**config.mk**
```make
export PLATFORM = sky130hd
export DESIGN_NAME = mitp_timer
export DESIGN_NICKNAME = d
export VERILOG_FILES = /design/src/mitp_pkg.sv /design/src/mitp_timer.sv
export SDC_FILE = /design/constraint.sdc
export NUM_CORES = 1
export LEC_CHECK = 0
export BUFFER_PORTS_ARGS = -buffer_cell sky130_fd_sc_hd__buf_2
export CORE_MARGIN = 8
export CORE_UTILIZATION = 49
export CTS_BUF_LIST = sky130_fd_sc_hd__clkbuf_4 sky130_fd_sc_hd__clkbuf_8
export DETAILED_ROUTE_END_ITERATION = 6
export HOLD_SLACK_MARGIN = 0.05
export PLACE_DENSITY = 0.75
export SYNTH_ARGS = -nofsm -noshare
export SYNTH_HDL_FRONTEND = slang
export SYNTH_SLANG_ARGS = --single-unit
```
**constraint.sdc**
```tcl
create_clock -name pclk -period 2.83 [get_ports pclk]
set_clock_uncertainty 0.05 [all_clocks]
set_input_delay 0.566 -clock pclk [delete_from_list [all_inputs] [get_ports pclk]]
set_output_delay 0.566 -clock pclk [all_outputs]
set_load 0.01 [all_outputs]
```
**src/mitp_pkg.sv**
```systemverilog
// Shared constants for the modulo interval timer with shared PWM pins.
package mitp_pkg;
  localparam int          DATA_W       = 9;
  localparam int          PIN_N        = 3;
  localparam logic [7:0]  OFF_CTRL     = 8'h00;
  localparam logic [7:0]  OFF_MODULO   = 8'h04;
  localparam logic [7:0]  OFF_PWM0     = 8'h08;
  localparam logic [7:0]  OFF_PWM1     = 8'h0C;
  localparam logic [7:0]  OFF_COUNT    = 8'h10;
  localparam logic [7:0]  OFF_STATUS   = 8'h14;
  localparam logic [7:0]  OFF_CLEAR    = 8'h18;
  localparam logic [7:0]  OFF_ENABLE   = 8'h1C;
  localparam logic [7:0]  OFF_PORT     = 8'h20;
  localparam int          CTL_CLR_BIT  = 0;
  localparam int          CTL_RUN_BIT  = 1;
  localparam int          CTL_PWM_BIT  = 2;
  localparam int          CTL_SEL_BIT  = 3;
  localparam int          CTL_CLK_BIT  = 4;
  localparam int          CTL_EI_BIT   = 5;
  localparam logic [8:0]  PWM_RST      = 9'h1FF;
  localparam int          DIV_FAST     = 4;
  localparam int          DIV_SLOW     = 40;
  localparam int          PRE_W        = 16;
endpackage

```
**src/mitp_timer.sv**
```systemverilog
// Modulo interval timer sharing its modulo register and pins with PWM.
`timescale 1ns/1ps
module mitp_timer #(
  parameter int DIV_FAST = mitp_pkg::DIV_FAST,
  parameter int DIV_SLOW = mitp_pkg::DIV_SLOW
) (
  input  wire logic        pclk,
  input  wire logic        presetn,
  input  wire logic        psel,
  input  wire logic        penable,
  input  wire logic        pwrite,
  input  wire logic [7:0]  paddr,
  input  wire logic [31:0] pwdata,
  output logic             pready,
  output logic [31:0]      prdata,
  output logic             pslverr,
  input  wire logic        watchdog_stack_reset,
  input  wire logic        clock_stop,
  input  wire logic        chip_enable_reset,
  input  wire logic        halt,
  output logic [2:0]       pin_out,
  output logic [2:0]       pin_oe,
  output logic [2:0]       pin_port_mode,
  output logic             interrupts_disabled_state,
  output logic             irq
);
  localparam int W = mitp_pkg::DATA_W;
  localparam int PW = mitp_pkg::PRE_W;

  logic          timer_run_flag_r;
  logic          timer_function_select_flag_r;
  logic          pwm_out_en_r;
  logic          clk_sel_r;
  logic [W-1:0]  pwm_data_r [mitp_pkg::PIN_N];
  logic [W-1:0]  cnt_r;
  logic [PW-1:0] pre_r;
  logic [W-1:0]  pwm_cnt_r;
  logic [2:0]    port_latch_r;
  logic          status_r;
  logic          enable_r;
  logic          ints_off_r;
  logic [2:0]    pin_oe_r;
  logic          pready_r;
  logic [31:0]   prdata_r;
  logic          pslverr_r;
  logic [2:0]    pin_out_r;
  logic [2:0]    pin_mode_r;
  logic          irq_r;

  // Bus decode.
  wire setup_acc = psel & penable & ~pready_r;
  wire wr_done   = psel & penable & pready_r & pwrite;
  wire hit_ctrl  = paddr == mitp_pkg::OFF_CTRL;
  wire hit_mod   = paddr == mitp_pkg::OFF_MODULO;
  wire hit_pwm0  = paddr == mitp_pkg::OFF_PWM0;
  wire hit_pwm1  = paddr == mitp_pkg::OFF_PWM1;
  wire hit_cnt   = paddr == mitp_pkg::OFF_COUNT;
  wire hit_stat  = paddr == mitp_pkg::OFF_STATUS;
  wire hit_clr   = paddr == mitp_pkg::OFF_CLEAR;
  wire hit_en    = paddr == mitp_pkg::OFF_ENABLE;
  wire hit_port  = paddr == mitp_pkg::OFF_PORT;
  wire mapped    = hit_ctrl | hit_mod | hit_pwm0 | hit_pwm1 | hit_cnt |
                   hit_stat | hit_clr | hit_en | hit_port;
  wire wr_ctrl   = wr_done & hit_ctrl;
  wire wr_clr    = wr_done & hit_clr;
  wire wr_en     = wr_done & hit_en;
  wire wr_port   = wr_done & hit_port;

  // Resets that restore power-on values without the bus reset.
  wire hard_rst  = watchdog_stack_reset;
  wire data_rst  = watchdog_stack_reset | clock_stop;

  wire [31:0] ctrl_rd = {26'h0, ~ints_off_r, clk_sel_r,
                         timer_function_select_flag_r, pwm_out_en_r,
                         timer_run_flag_r, 1'b0};
  wire [31:0] rd_mux =
    hit_ctrl ? ctrl_rd :
    hit_mod  ? {23'h0, pwm_data_r[2]} :
    hit_pwm0 ? {23'h0, pwm_data_r[0]} :
    hit_pwm1 ? {23'h0, pwm_data_r[1]} :
    hit_cnt  ? {23'h0, cnt_r} :
    hit_stat ? {31'h0, status_r} :
    hit_en   ? {31'h0, enable_r} :
    hit_port ? {29'h0, port_latch_r} : 32'h0000_0000;

  // Basic clock generation.
  wire [PW-1:0] div_end = clk_sel_r ? PW'(DIV_SLOW - 1) : PW'(DIV_FAST - 1);
  wire          tick    = pre_r == div_end;
  wire timer_on  = timer_function_select_flag_r & timer_run_flag_r;
  wire clr_req   = wr_ctrl & pwdata[mitp_pkg::CTL_CLR_BIT] &
                   timer_function_select_flag_r;
  wire match     = timer_on & tick & (cnt_r == pwm_data_r[2]);
  wire new_sel   = pwdata[mitp_pkg::CTL_CLK_BIT];
  // A stale prescaler phase would stretch the first period of a new clock.
  wire clk_change = wr_ctrl & (new_sel != clk_sel_r);

  wire port_mode = timer_function_select_flag_r | ~pwm_out_en_r;

  // APB slave: one wait state, answer registered.
  always_ff @(posedge pclk or negedge presetn) begin
    if (!presetn) begin
      pready_r  <= 1'b0;
      pslverr_r <= 1'b0;
    end else begin
      pready_r  <= setup_acc;
      pslverr_r <= setup_acc & ~mapped;
    end
  end

  // Read data holds until the next read, so a slow master still sees it.
  always_ff @(posedge pclk or negedge presetn) begin
    if (!presetn) begin
      prdata_r <= 32'h0000_0000;
    end else if (setup_acc && !pwrite) begin
      prdata_r <= rd_mux;
    end
  end

  // Run and select flags; chip-enable reset and halt leave them alone.
  always_ff @(posedge pclk or negedge presetn) begin
    if (!presetn) begin
      timer_run_flag_r             <= 1'b0;
      timer_function_select_flag_r <= 1'b0;
    end else if (data_rst) begin
      timer_run_flag_r             <= 1'b0;
      timer_function_select_flag_r <= 1'b0;
    end else if (wr_ctrl) begin
      timer_run_flag_r             <= pwdata[mitp_pkg::CTL_RUN_BIT];
      timer_function_select_flag_r <= pwdata[mitp_pkg::CTL_SEL_BIT];
    end
  end

  // Output enable and basic clock choice, reset alike.
  always_ff @(posedge pclk or negedge presetn) begin
    if (!presetn) begin
      pwm_out_en_r <= 1'b0;
      clk_sel_r    <= 1'b0;
    end else if (data_rst) begin
      pwm_out_en_r <= 1'b0;
      clk_sel_r    <= 1'b0;
    end else if (wr_ctrl) begin
      pwm_out_en_r <= pwdata[mitp_pkg::CTL_PWM_BIT];
      clk_sel_r    <= new_sel;
    end
  end

  // Data registers; data two doubles as the timer modulo register.
  // Sharing one word is the software's burden; no arbitration is done.
  genvar g;
  generate
    for (g = 0; g < mitp_pkg::PIN_N; g++) begin : g_data
      logic [7:0] my_off;
      assign my_off = (g == 0) ? mitp_pkg::OFF_PWM0 :
                      (g == 1) ? mitp_pkg::OFF_PWM1 : mitp_pkg::OFF_MODULO;
      always_ff @(posedge pclk or negedge presetn) begin
        if (!presetn) begin
          pwm_data_r[g] <= mitp_pkg::PWM_RST;
        end else if (data_rst) begin
          pwm_data_r[g] <= mitp_pkg::PWM_RST;
        end else if (wr_done && paddr == my_off) begin
          pwm_data_r[g] <= pwdata[W-1:0];
        end
      end
    end
  endgenerate

  // Prescaler restarts whenever a control write changes the basic clock choice.
  always_ff @(posedge pclk or negedge presetn) begin
    if (!presetn) begin
      pre_r <= '0;
    end else if (clk_change) begin
      pre_r <= '0;
    end else if (tick) begin
      pre_r <= '0;
    end else begin
      pre_r <= pre_r + PW'(1);
    end
  end

  // Interval counter; halt and chip-enable reset do not disturb it.
  always_ff @(posedge pclk or negedge presetn) begin
    if (!presetn) begin
      cnt_r <= '0;
    end else if (hard_rst) begin
      cnt_r <= '0;
    end else if (clr_req) begin
      cnt_r <= '0;
    end else if (match) begin
      cnt_r <= '0;
    end else if (timer_on && tick) begin
      cnt_r <= cnt_r + W'(1);
    end
  end

  // PWM period counter runs off the same basic clock.
  always_ff @(posedge pclk or negedge presetn) begin
    if (!presetn) begin
      pwm_cnt_r <= '0;
    end else if (tick) begin
      pwm_cnt_r <= pwm_cnt_r + W'(1);
    end
  end

  // Port latch keeps its value through clock stop.
  // Only a watchdog reset clears it, so software owns it otherwise.
  always_ff @(posedge pclk or negedge presetn) begin
    if (!presetn) begin
      port_latch_r <= 3'h0;
    end else if (hard_rst) begin
      port_latch_r <= 3'h0;
    end else if (wr_port) begin
      port_latch_r <= pwdata[2:0];
    end
  end

  // Pins are registered so the pads never see decode glitches.
  generate
    for (g = 0; g < mitp_pkg::PIN_N; g++) begin : g_pin
      wire pwm_level = pwm_cnt_r < pwm_data_r[g];
      always_ff @(posedge pclk or negedge presetn) begin
        if (!presetn) begin
          pin_out_r[g]  <= 1'b0;
          pin_mode_r[g] <= 1'b1;
        end else if (data_rst) begin
          pin_out_r[g]  <= hard_rst ? 1'b0 : port_latch_r[g];
          pin_mode_r[g] <= 1'b1;
        end else if (port_mode) begin
          pin_out_r[g]  <= port_latch_r[g];
          pin_mode_r[g] <= 1'b1;
        end else begin
          pin_out_r[g]  <= pwm_level;
          pin_mode_r[g] <= 1'b0;
        end
      end
    end
  endgenerate

  // Interrupt decode.
  // Masking acts after the sticky bit, so status stays readable.
  wire stat_clr   = wr_clr & pwdata[0];
  wire ce_disable = chip_enable_reset & timer_function_select_flag_r;
  wire ei_write   = wr_ctrl & pwdata[mitp_pkg::CTL_EI_BIT];
  wire irq_nxt    = (status_r | match) & enable_r & ~ints_off_r;

  // Set wins over a clear in the same cycle, so no match is lost.
  // Sticky match.
  always_ff @(posedge pclk or negedge presetn) begin
    if (!presetn) begin
      status_r <= 1'b0;
    end else if (match) begin
      status_r <= 1'b1;
    end else if (stat_clr) begin
      status_r <= 1'b0;
    end
  end

  always_ff @(posedge pclk or negedge presetn) begin
    if (!presetn) begin
      enable_r <= 1'b0;
    end else if (wr_en) begin
      enable_r <= pwdata[0];
    end
  end

  // A chip-enable reset beats a software clear in the same cycle.
  // Disable on chip-enable.
  always_ff @(posedge pclk or negedge presetn) begin
    if (!presetn) begin
      ints_off_r <= 1'b0;
    end else if (ce_disable) begin
      ints_off_r <= 1'b1;
    end else if (hard_rst || ei_write) begin
      ints_off_r <= 1'b0;
    end
  end

  // The match term lets the request rise one cycle after the event.
  always_ff @(posedge pclk or negedge presetn) begin
    if (!presetn) begin
      irq_r <= 1'b0;
    end else begin
      irq_r <= irq_nxt;
    end
  end

  // Pins drive in both modes; only the source of the level changes.
  always_ff @(posedge pclk or negedge presetn) begin
    if (!presetn) begin
      pin_oe_r <= 3'h7;
    end else begin
      pin_oe_r <= 3'h7;
    end
  end

  // Halt is accepted but changes nothing: all state keeps running.
  // Retain on halt.
  wire unused_halt = halt;

  assign pready                    = pready_r;
  assign prdata                    = prdata_r;
  assign pslverr                   = pslverr_r;
  assign pin_out                   = pin_out_r;
  assign pin_oe                    = pin_oe_r;
  assign pin_port_mode             = pin_mode_r;
  assign interrupts_disabled_state = ints_off_r;
  assign irq                       = irq_r;
endmodule // mitp_timer

```
==> results of run 1 <==
-- cells in the mapped netlist, types with 8 or more instances --
master    number  area (µm²)
nor3_1        12       60.06
nand3_1       26       130.1
nor2_1        41       153.9
nand4_1       15       93.84
o211ai_1      20       150.1
o21ai_0       21       105.1
dfstp_2       28       735.7
dfrtp_1       59        1476
clkbuf_1      16       60.06
mux2i_1       13       130.1
nor2b_1        8       50.05
xnor2_1       15       131.4
a21oi_1       33       165.2
nand2_1       64       240.2
ha_1          27       337.8
a22oi_1       13       97.59
buf_4         30       225.2
inv_1         31       116.4
xor2_1        17       148.9
-- worst max path at each step --
stage	startpoint	endpoint	slack, ps	cells past startpoint
after floorplan	paddr[4]	pre_r[7]	580	9
after global placement	paddr[4]	interrupts_disabled_state	270	6
after detailed placement	paddr[4]	interrupts_disabled_state	250	6
after CTS	clk_sel_r	cnt_r[5]	400	5
after global routing	clk_sel_r	cnt_r[5]	240	5
final	clk_sel_r	cnt_r[5]	390	5
-- area by class of cell --
cell class              count  area share, %
inverters                  32          2.048
clock inverters             6         0.9174
flip-flops and latches     87          37.72
multi-input cells         438          47.75
clock buffers              10          2.347
repair buffers             61          6.230
well taps                 140          2.987
-- logic make-up after synthesis --
kind of cell             share of synthesized area, %
AND/OR/NAND/NOR                                 20.13
AO/OA/AOI/OAI                                   15.80
flip-flops                                      41.14
buffers and inverters                           8.469
XOR/XNOR                                        5.212
adder cells (fa/ha/maj)                         6.282
multiplexers                                    2.838
other                                          0.1397
-- per-stage QoR --
stage	total power (W)	area, µm²
after CTS	0.002537	5864
after global placement	0.001682	5673
after floorplan	0.001578	5468
final	0.002514	5864
after global routing	0.002627	5864
after detailed placement	0.001702	5673
-- sequential cells by signal, indices dropped and copies added (netlist names) --
signal                        count
prdata                            9
timer_run_flag_r                  1
status_r                          1
pwm_out_en_r                      1
pready                            1
enable_r                          1
pin_port_mode                     1
timer_function_select_flag_r      1
pin_out                           3
pwm_cnt_r                         9
pwm_data_r                       27
pslverr                           1
interrupts_disabled_state         1
port_latch_r                      3
clk_sel_r                         1
cnt_r                             9
irq                               1
pre_r                            16
-- cell usage in the layout (no fill, tap or decap), drive strengths merged, types with 3 or more instances in the layout --
master,netlist,routed
nand2,64,64
buf,39,61
dfrtp,59,59
nor2,43,43
inv,32,34
a21oi,33,33
dfstp,28,28
ha,27,27
nand3,26,26
conb,2,26
o21ai,21,21
o211ai,20,20
xor2,17,17
nand4,15,15
xnor2,15,15
a22oi,13,13
mux2i,13,13
nor3,13,13
clkbuf,16,10
nor2b,8,8
and3,7,7
and2,7,7
nor4,6,6
nand2b,5,5
and4,4,4
a31oi,4,4
a21o,4,4
or3,3,3
o31ai,3,3
a2111oi,3,3
o2bb2ai,3,3
o22ai,3,3
clkinv,0,3
-- layer usage --
metal	track usage, %	vias to the layer above	wire length, µm
li1	-	2132	-
met1	24.18	2169	5914
met2	32.89	174	6664
met3	3.683	40	914
met4	8.743	0	445
met5	0	-	0
-- power breakdown --
part | switching [W] | leakage [nW] | internal [W]
combinational | 0.000187 | 1.70 | 0.000119
sequential | 0.0000829 | 1.09 | 0.00129
clock | 0.000476 | 0.0950 | 0.000357
total | 0.000746 | 2.89 | 0.00177
-- critical path, cell delays in order (launching register included) --
cell and delay (ps):
dfrtp_1 470, nor3_1 320, o2111ai_2 210, or3_1 580
or4b_1 570, a21oi_1 170
==> results.sh, run 1 <==
export IMPL_path_max_fanout=12
export IMPL_cts_max_path_buffers=2
export IMPL_dp_slack_ps=251.7
export IMPL_r2r_end="cnt_r[5]"
export IMPL_clk_latency_ps=370
export IMPL_synth_seq_cells=87
export IMPL_hpwlAfterDp_um=10380
export IMPL_ys_seq_area_share_pct=41.14
export IMPL_hold_viol=0
export IMPL_holdBufCountCts=0
export IMPL_clk_pin_slew_ps=90
export IMPL_cts_resized=0
export IMPL_antenna_found_initial=0
export IMPL_outcome="complete, no violations"
export IMPL_initial_core_util_pct=49.83
export IMPL_slew_headroom_pct=49.24
export IMPL_cap_violations=0
export IMPL_max_freq_ghz=0.4096
export IMPL_fillers=986
export IMPL_fin_crit_sh_pct=86.28
export IMPL_stdcell_count=774
export IMPL_cts_sinks=87
export IMPL_hold_slack_ps=63.54
export IMPL_dr_pass1_iters=5
export IMPL_dieArea_um2=14580
export IMPL_startpoint_type="flop"
export IMPL_routabilityCongestion=0.9573
export IMPL_rsz0062_at_grt="false"
export IMPL_root_buffer="clkbuf_8"
export IMPL_wl_um=13940
export IMPL_globalRouteOverflowTotal=0
export IMPL_netlist_cell_type_count=65
export IMPL_regToRegSetupSlack_ps=390
export IMPL_reg2reg_from="clk_sel_r"
export IMPL_yosys_warnings=0
export IMPL_post_route_min_period_ps=2442
export IMPL_ys_flop_type="dfrtp_1"
export IMPL_synthArstFlopShare_pct=100.0
export IMPL_grt_pass1_vias=4545
export IMPL_post_cts_buffers=0
export IMPL_power_density_nw_per_um2=428.7
export IMPL_hold_class="in -> async"
export IMPL_core_region_area_um2=10790
export IMPL_multi_input_area_um2=2800
export IMPL_tritoncts="built"
export IMPL_syn_to_final_growth_pct=9.051
export IMPL_wl_per_cell_um=18.01
export IMPL_drc=0
export IMPL_worst_ep_required_time_ps=3060
export IMPL_syn_inst=588
export IMPL_rows=38
export IMPL_cts_htree_levels=3
export IMPL_final_util_pct=54.34
export IMPL_syn_cell_area_um2=5378
export IMPL_grt_max_degree=36
export IMPL_slew_violations=0
export IMPL_syn_avg_cell_area_um2=9.146
export IMPL_track_usage_pct=19.64
export IMPL_p_leak_nw=2.885
export IMPL_drt_iter0_drc=335
export IMPL_setup_ws_ps=388.3
export IMPL_ant_nets=0
export IMPL_worstMarginPinSlew_ps=759.4
export IMPL_ir_drop_mv=0.2542
export IMPL_finalSetupTns_ps=0
export IMPL_grt_pass1_wl_um=23050
export IMPL_drive_gt1_share_pct=18.45
export IMPL_finalSetupViolCount=0
export IMPL_synth_edf_count=0
export IMPL_r2r_cells=5
export IMPL_end_kind="flop"
export IMPL_die_w_um=120.8
export IMPL_die_h_um=120.8
export IMPL_numPortBuffers=43
export IMPL_vias_per_cell=5.833
export IMPL_ios=94
export IMPL_critical_path_class="reg -> reg"
export IMPL_cp_arrival_ps=2670
export IMPL_cts_made_buffers=9
export IMPL_regArea_um2=2212
export IMPL_final_nets=705
export IMPL_dp_cells=758
export IMPL_vias=4515
export IMPL_diodes=0
Power figures use the tool's default switching activity.
==> inputs of run 2 (changes only) <==
--- a/config.mk
+++ b/config.mk
@@ -12,6 +12,8 @@
 export DETAILED_ROUTE_END_ITERATION = 6
 export HOLD_SLACK_MARGIN = 0.05
 export PLACE_DENSITY = 0.75
+export REMOVE_ABC_BUFFERS = 1
+export SETUP_SLACK_MARGIN = 0.4
 export SYNTH_ARGS = -nofsm -noshare
 export SYNTH_HDL_FRONTEND = slang
 export SYNTH_SLANG_ARGS = --single-unit
==> results.sh, run 2 (synthesis gave the netlist of run 1 again) <==
export IMPL_vias_per_cell=5.808
export IMPL_dr_pass1_iters=5
export IMPL_worstMarginPinSlew_ps=680.8
export IMPL_wl_met1_um=5752
export IMPL_grt_pass1_wl_um=22330
export IMPL_hold_class="in -> async"
export IMPL_fin_crit_sh_pct=81.57
export IMPL_tritoncts="built"
export IMPL_hold_viol=0
export IMPL_path_max_fanout=12
export IMPL_wl_per_cell_um=17.83
export IMPL_dieArea_um2=14580
export IMPL_final_util_pct=54.83
export IMPL_cts_made_buffers=9
export IMPL_outcome="complete, no violations"
export IMPL_ios=94
export IMPL_root_buffer="clkbuf_8"
export IMPL_holdBufCountCts=0
export IMPL_cap_violations=0
export IMPL_die_h_um=120.8
export IMPL_startpoint_type="flop"
export IMPL_die_w_um=120.8
export IMPL_cts_max_path_buffers=2
export IMPL_post_route_min_period_ps=2308
export IMPL_layout_commonest_cell="nand2_1"
export IMPL_reg_top3="pwm_data_r x27, pre_r x16"
export IMPL_drt_iter0_drc=367
export IMPL_dp_slack_ps=255.9
export IMPL_globalRouteOverflowTotal=0
export IMPL_fillers=990
export IMPL_initial_core_util_pct=49.83
export IMPL_regMostFlops="pwm_data_r"
export IMPL_cts_sinks=87
export IMPL_critical_path_class="reg -> reg"
export IMPL_core_region_area_um2=10790
export IMPL_wl_met3_um=901
export IMPL_slew_violations=0
export IMPL_slew_headroom_pct=54.20
export IMPL_diodes=0
export IMPL_final_cell_mix="64 x nand2_1, 59 x dfrtp_1, 42 x buf_2"
export IMPL_ant_nets=0
export IMPL_vias=4501
export IMPL_final_nets=706
export IMPL_ir_drop_mv=0.3011
export IMPL_rsz0062_at_grt="false"
export IMPL_routabilityCongestion=0.9073
export IMPL_drc=0
export IMPL_syn_to_final_growth_pct=10.05
export IMPL_setup_ws_ps=521.7
export IMPL_drive_gt1_share_pct=18.74
export IMPL_max_freq_ghz=0.4332
export IMPL_largest_reg_flops=27
export IMPL_wl_um=13820
export IMPL_numPortBuffers=43
export IMPL_finalSetupTns_ps=0
export IMPL_antenna_found_initial=0
export IMPL_clk_pin_slew_ps=90
export IMPL_dr_max_layer_used="met4"
export IMPL_end_kind="flop"
export IMPL_clk_latency_ps=380
export IMPL_grt_max_degree=46
export IMPL_p_leak_nw=2.913
export IMPL_hold_slack_ps=135.6
export IMPL_finalSetupViolCount=0
export IMPL_hpwlAfterDp_um=10290
export IMPL_rows=38
export IMPL_cp_arrival_ps=2570
export IMPL_dr_wl_met2_um=6808
export IMPL_power_density_nw_per_um2=447.9
export IMPL_worst_ep_required_time_ps=3090
export IMPL_grt_pass1_vias=4343
export IMPL_track_usage_pct=19.27
export IMPL_cts_htree_levels=3
## run 2: cell types whose count changed in the layout (fill, tap and decap cells not counted), sizes merged
cell	change
clkinv	+1
bufinv	+2
inv	-1
buf	+1
clkinvlp	-1
clkbuf	-1
## run 2: timing repair
| action | in CTS | in global routing |
|---|---|---|
| cloned | 0 | 0 |
| setup buffers | 0 | 1 |
| pin swaps | 0 | 1 |
| setup endpoints to repair | 1 | 7 |
| resized for setup | 1 | 0 |
## run 2: metal layers
metal	global-route usage [%]	vias up
li1	-	2124
met1	24.23	2170
met2	31.96	177
met3	3.357	30
met4	8.353	0
met5	0	-
## run 2: worst paths after layout
kind,from,cells after the start,to,slack [ps]
worst min-delay path,presetn,1,pin_out[1],140
worst min register to register,prdata[7],2,prdata[7],450
worst max register to register,clk_sel_r,5,cnt_r[5],520
min in group pclk,chip_enable_reset,2,interrupts_disabled_state,360
worst max-delay path,clk_sel_r,5,cnt_r[5],520
max in group asynchronous,presetn,2,pwm_data_r[9],1910
## run 2: worst max-delay path: stages, from the launching register on
cell	delay [ps]
dfrtp_1	480
nor3_1	340
o2111ai_2	200
or3_4	500
or4b_1	520
a21oi_1	150
## run 2: area by class of cell
cell class | instances | area (µm²) | area share, %
clock buffer | 9 | 123.9 | 2.093
clock inverter | 7 | 96.34 | 1.628
inverter | 32 | 120.1 | 2.030
multi-input combinational | 438 | 2805 | 47.40
sequential | 87 | 2212 | 37.38
tap | 140 | 175.2 | 2.960
timing repair buffer | 62 | 385.4 | 6.512
## run 2: where the power goes
group	switching (W)	internal (W)	leakage, nW	total, W
sequential	0.0000794	0.00129	1.09	0.00137
clock	0.000472	0.000500	0.114	0.000972
combinational	0.000187	0.000120	1.71	0.000307
## run 2: per-stage QoR
stage	instances	area (µm²)	power, W
2_1_floorplan	557	5132	0.001536
3_3_place_gp	758	5685	0.001687
3_5_place_dp	758	5685	0.001700
4_1_cts	774	5911	0.002667
5_1_grt	775	5918	0.002764
6_report	775	5918	0.002650
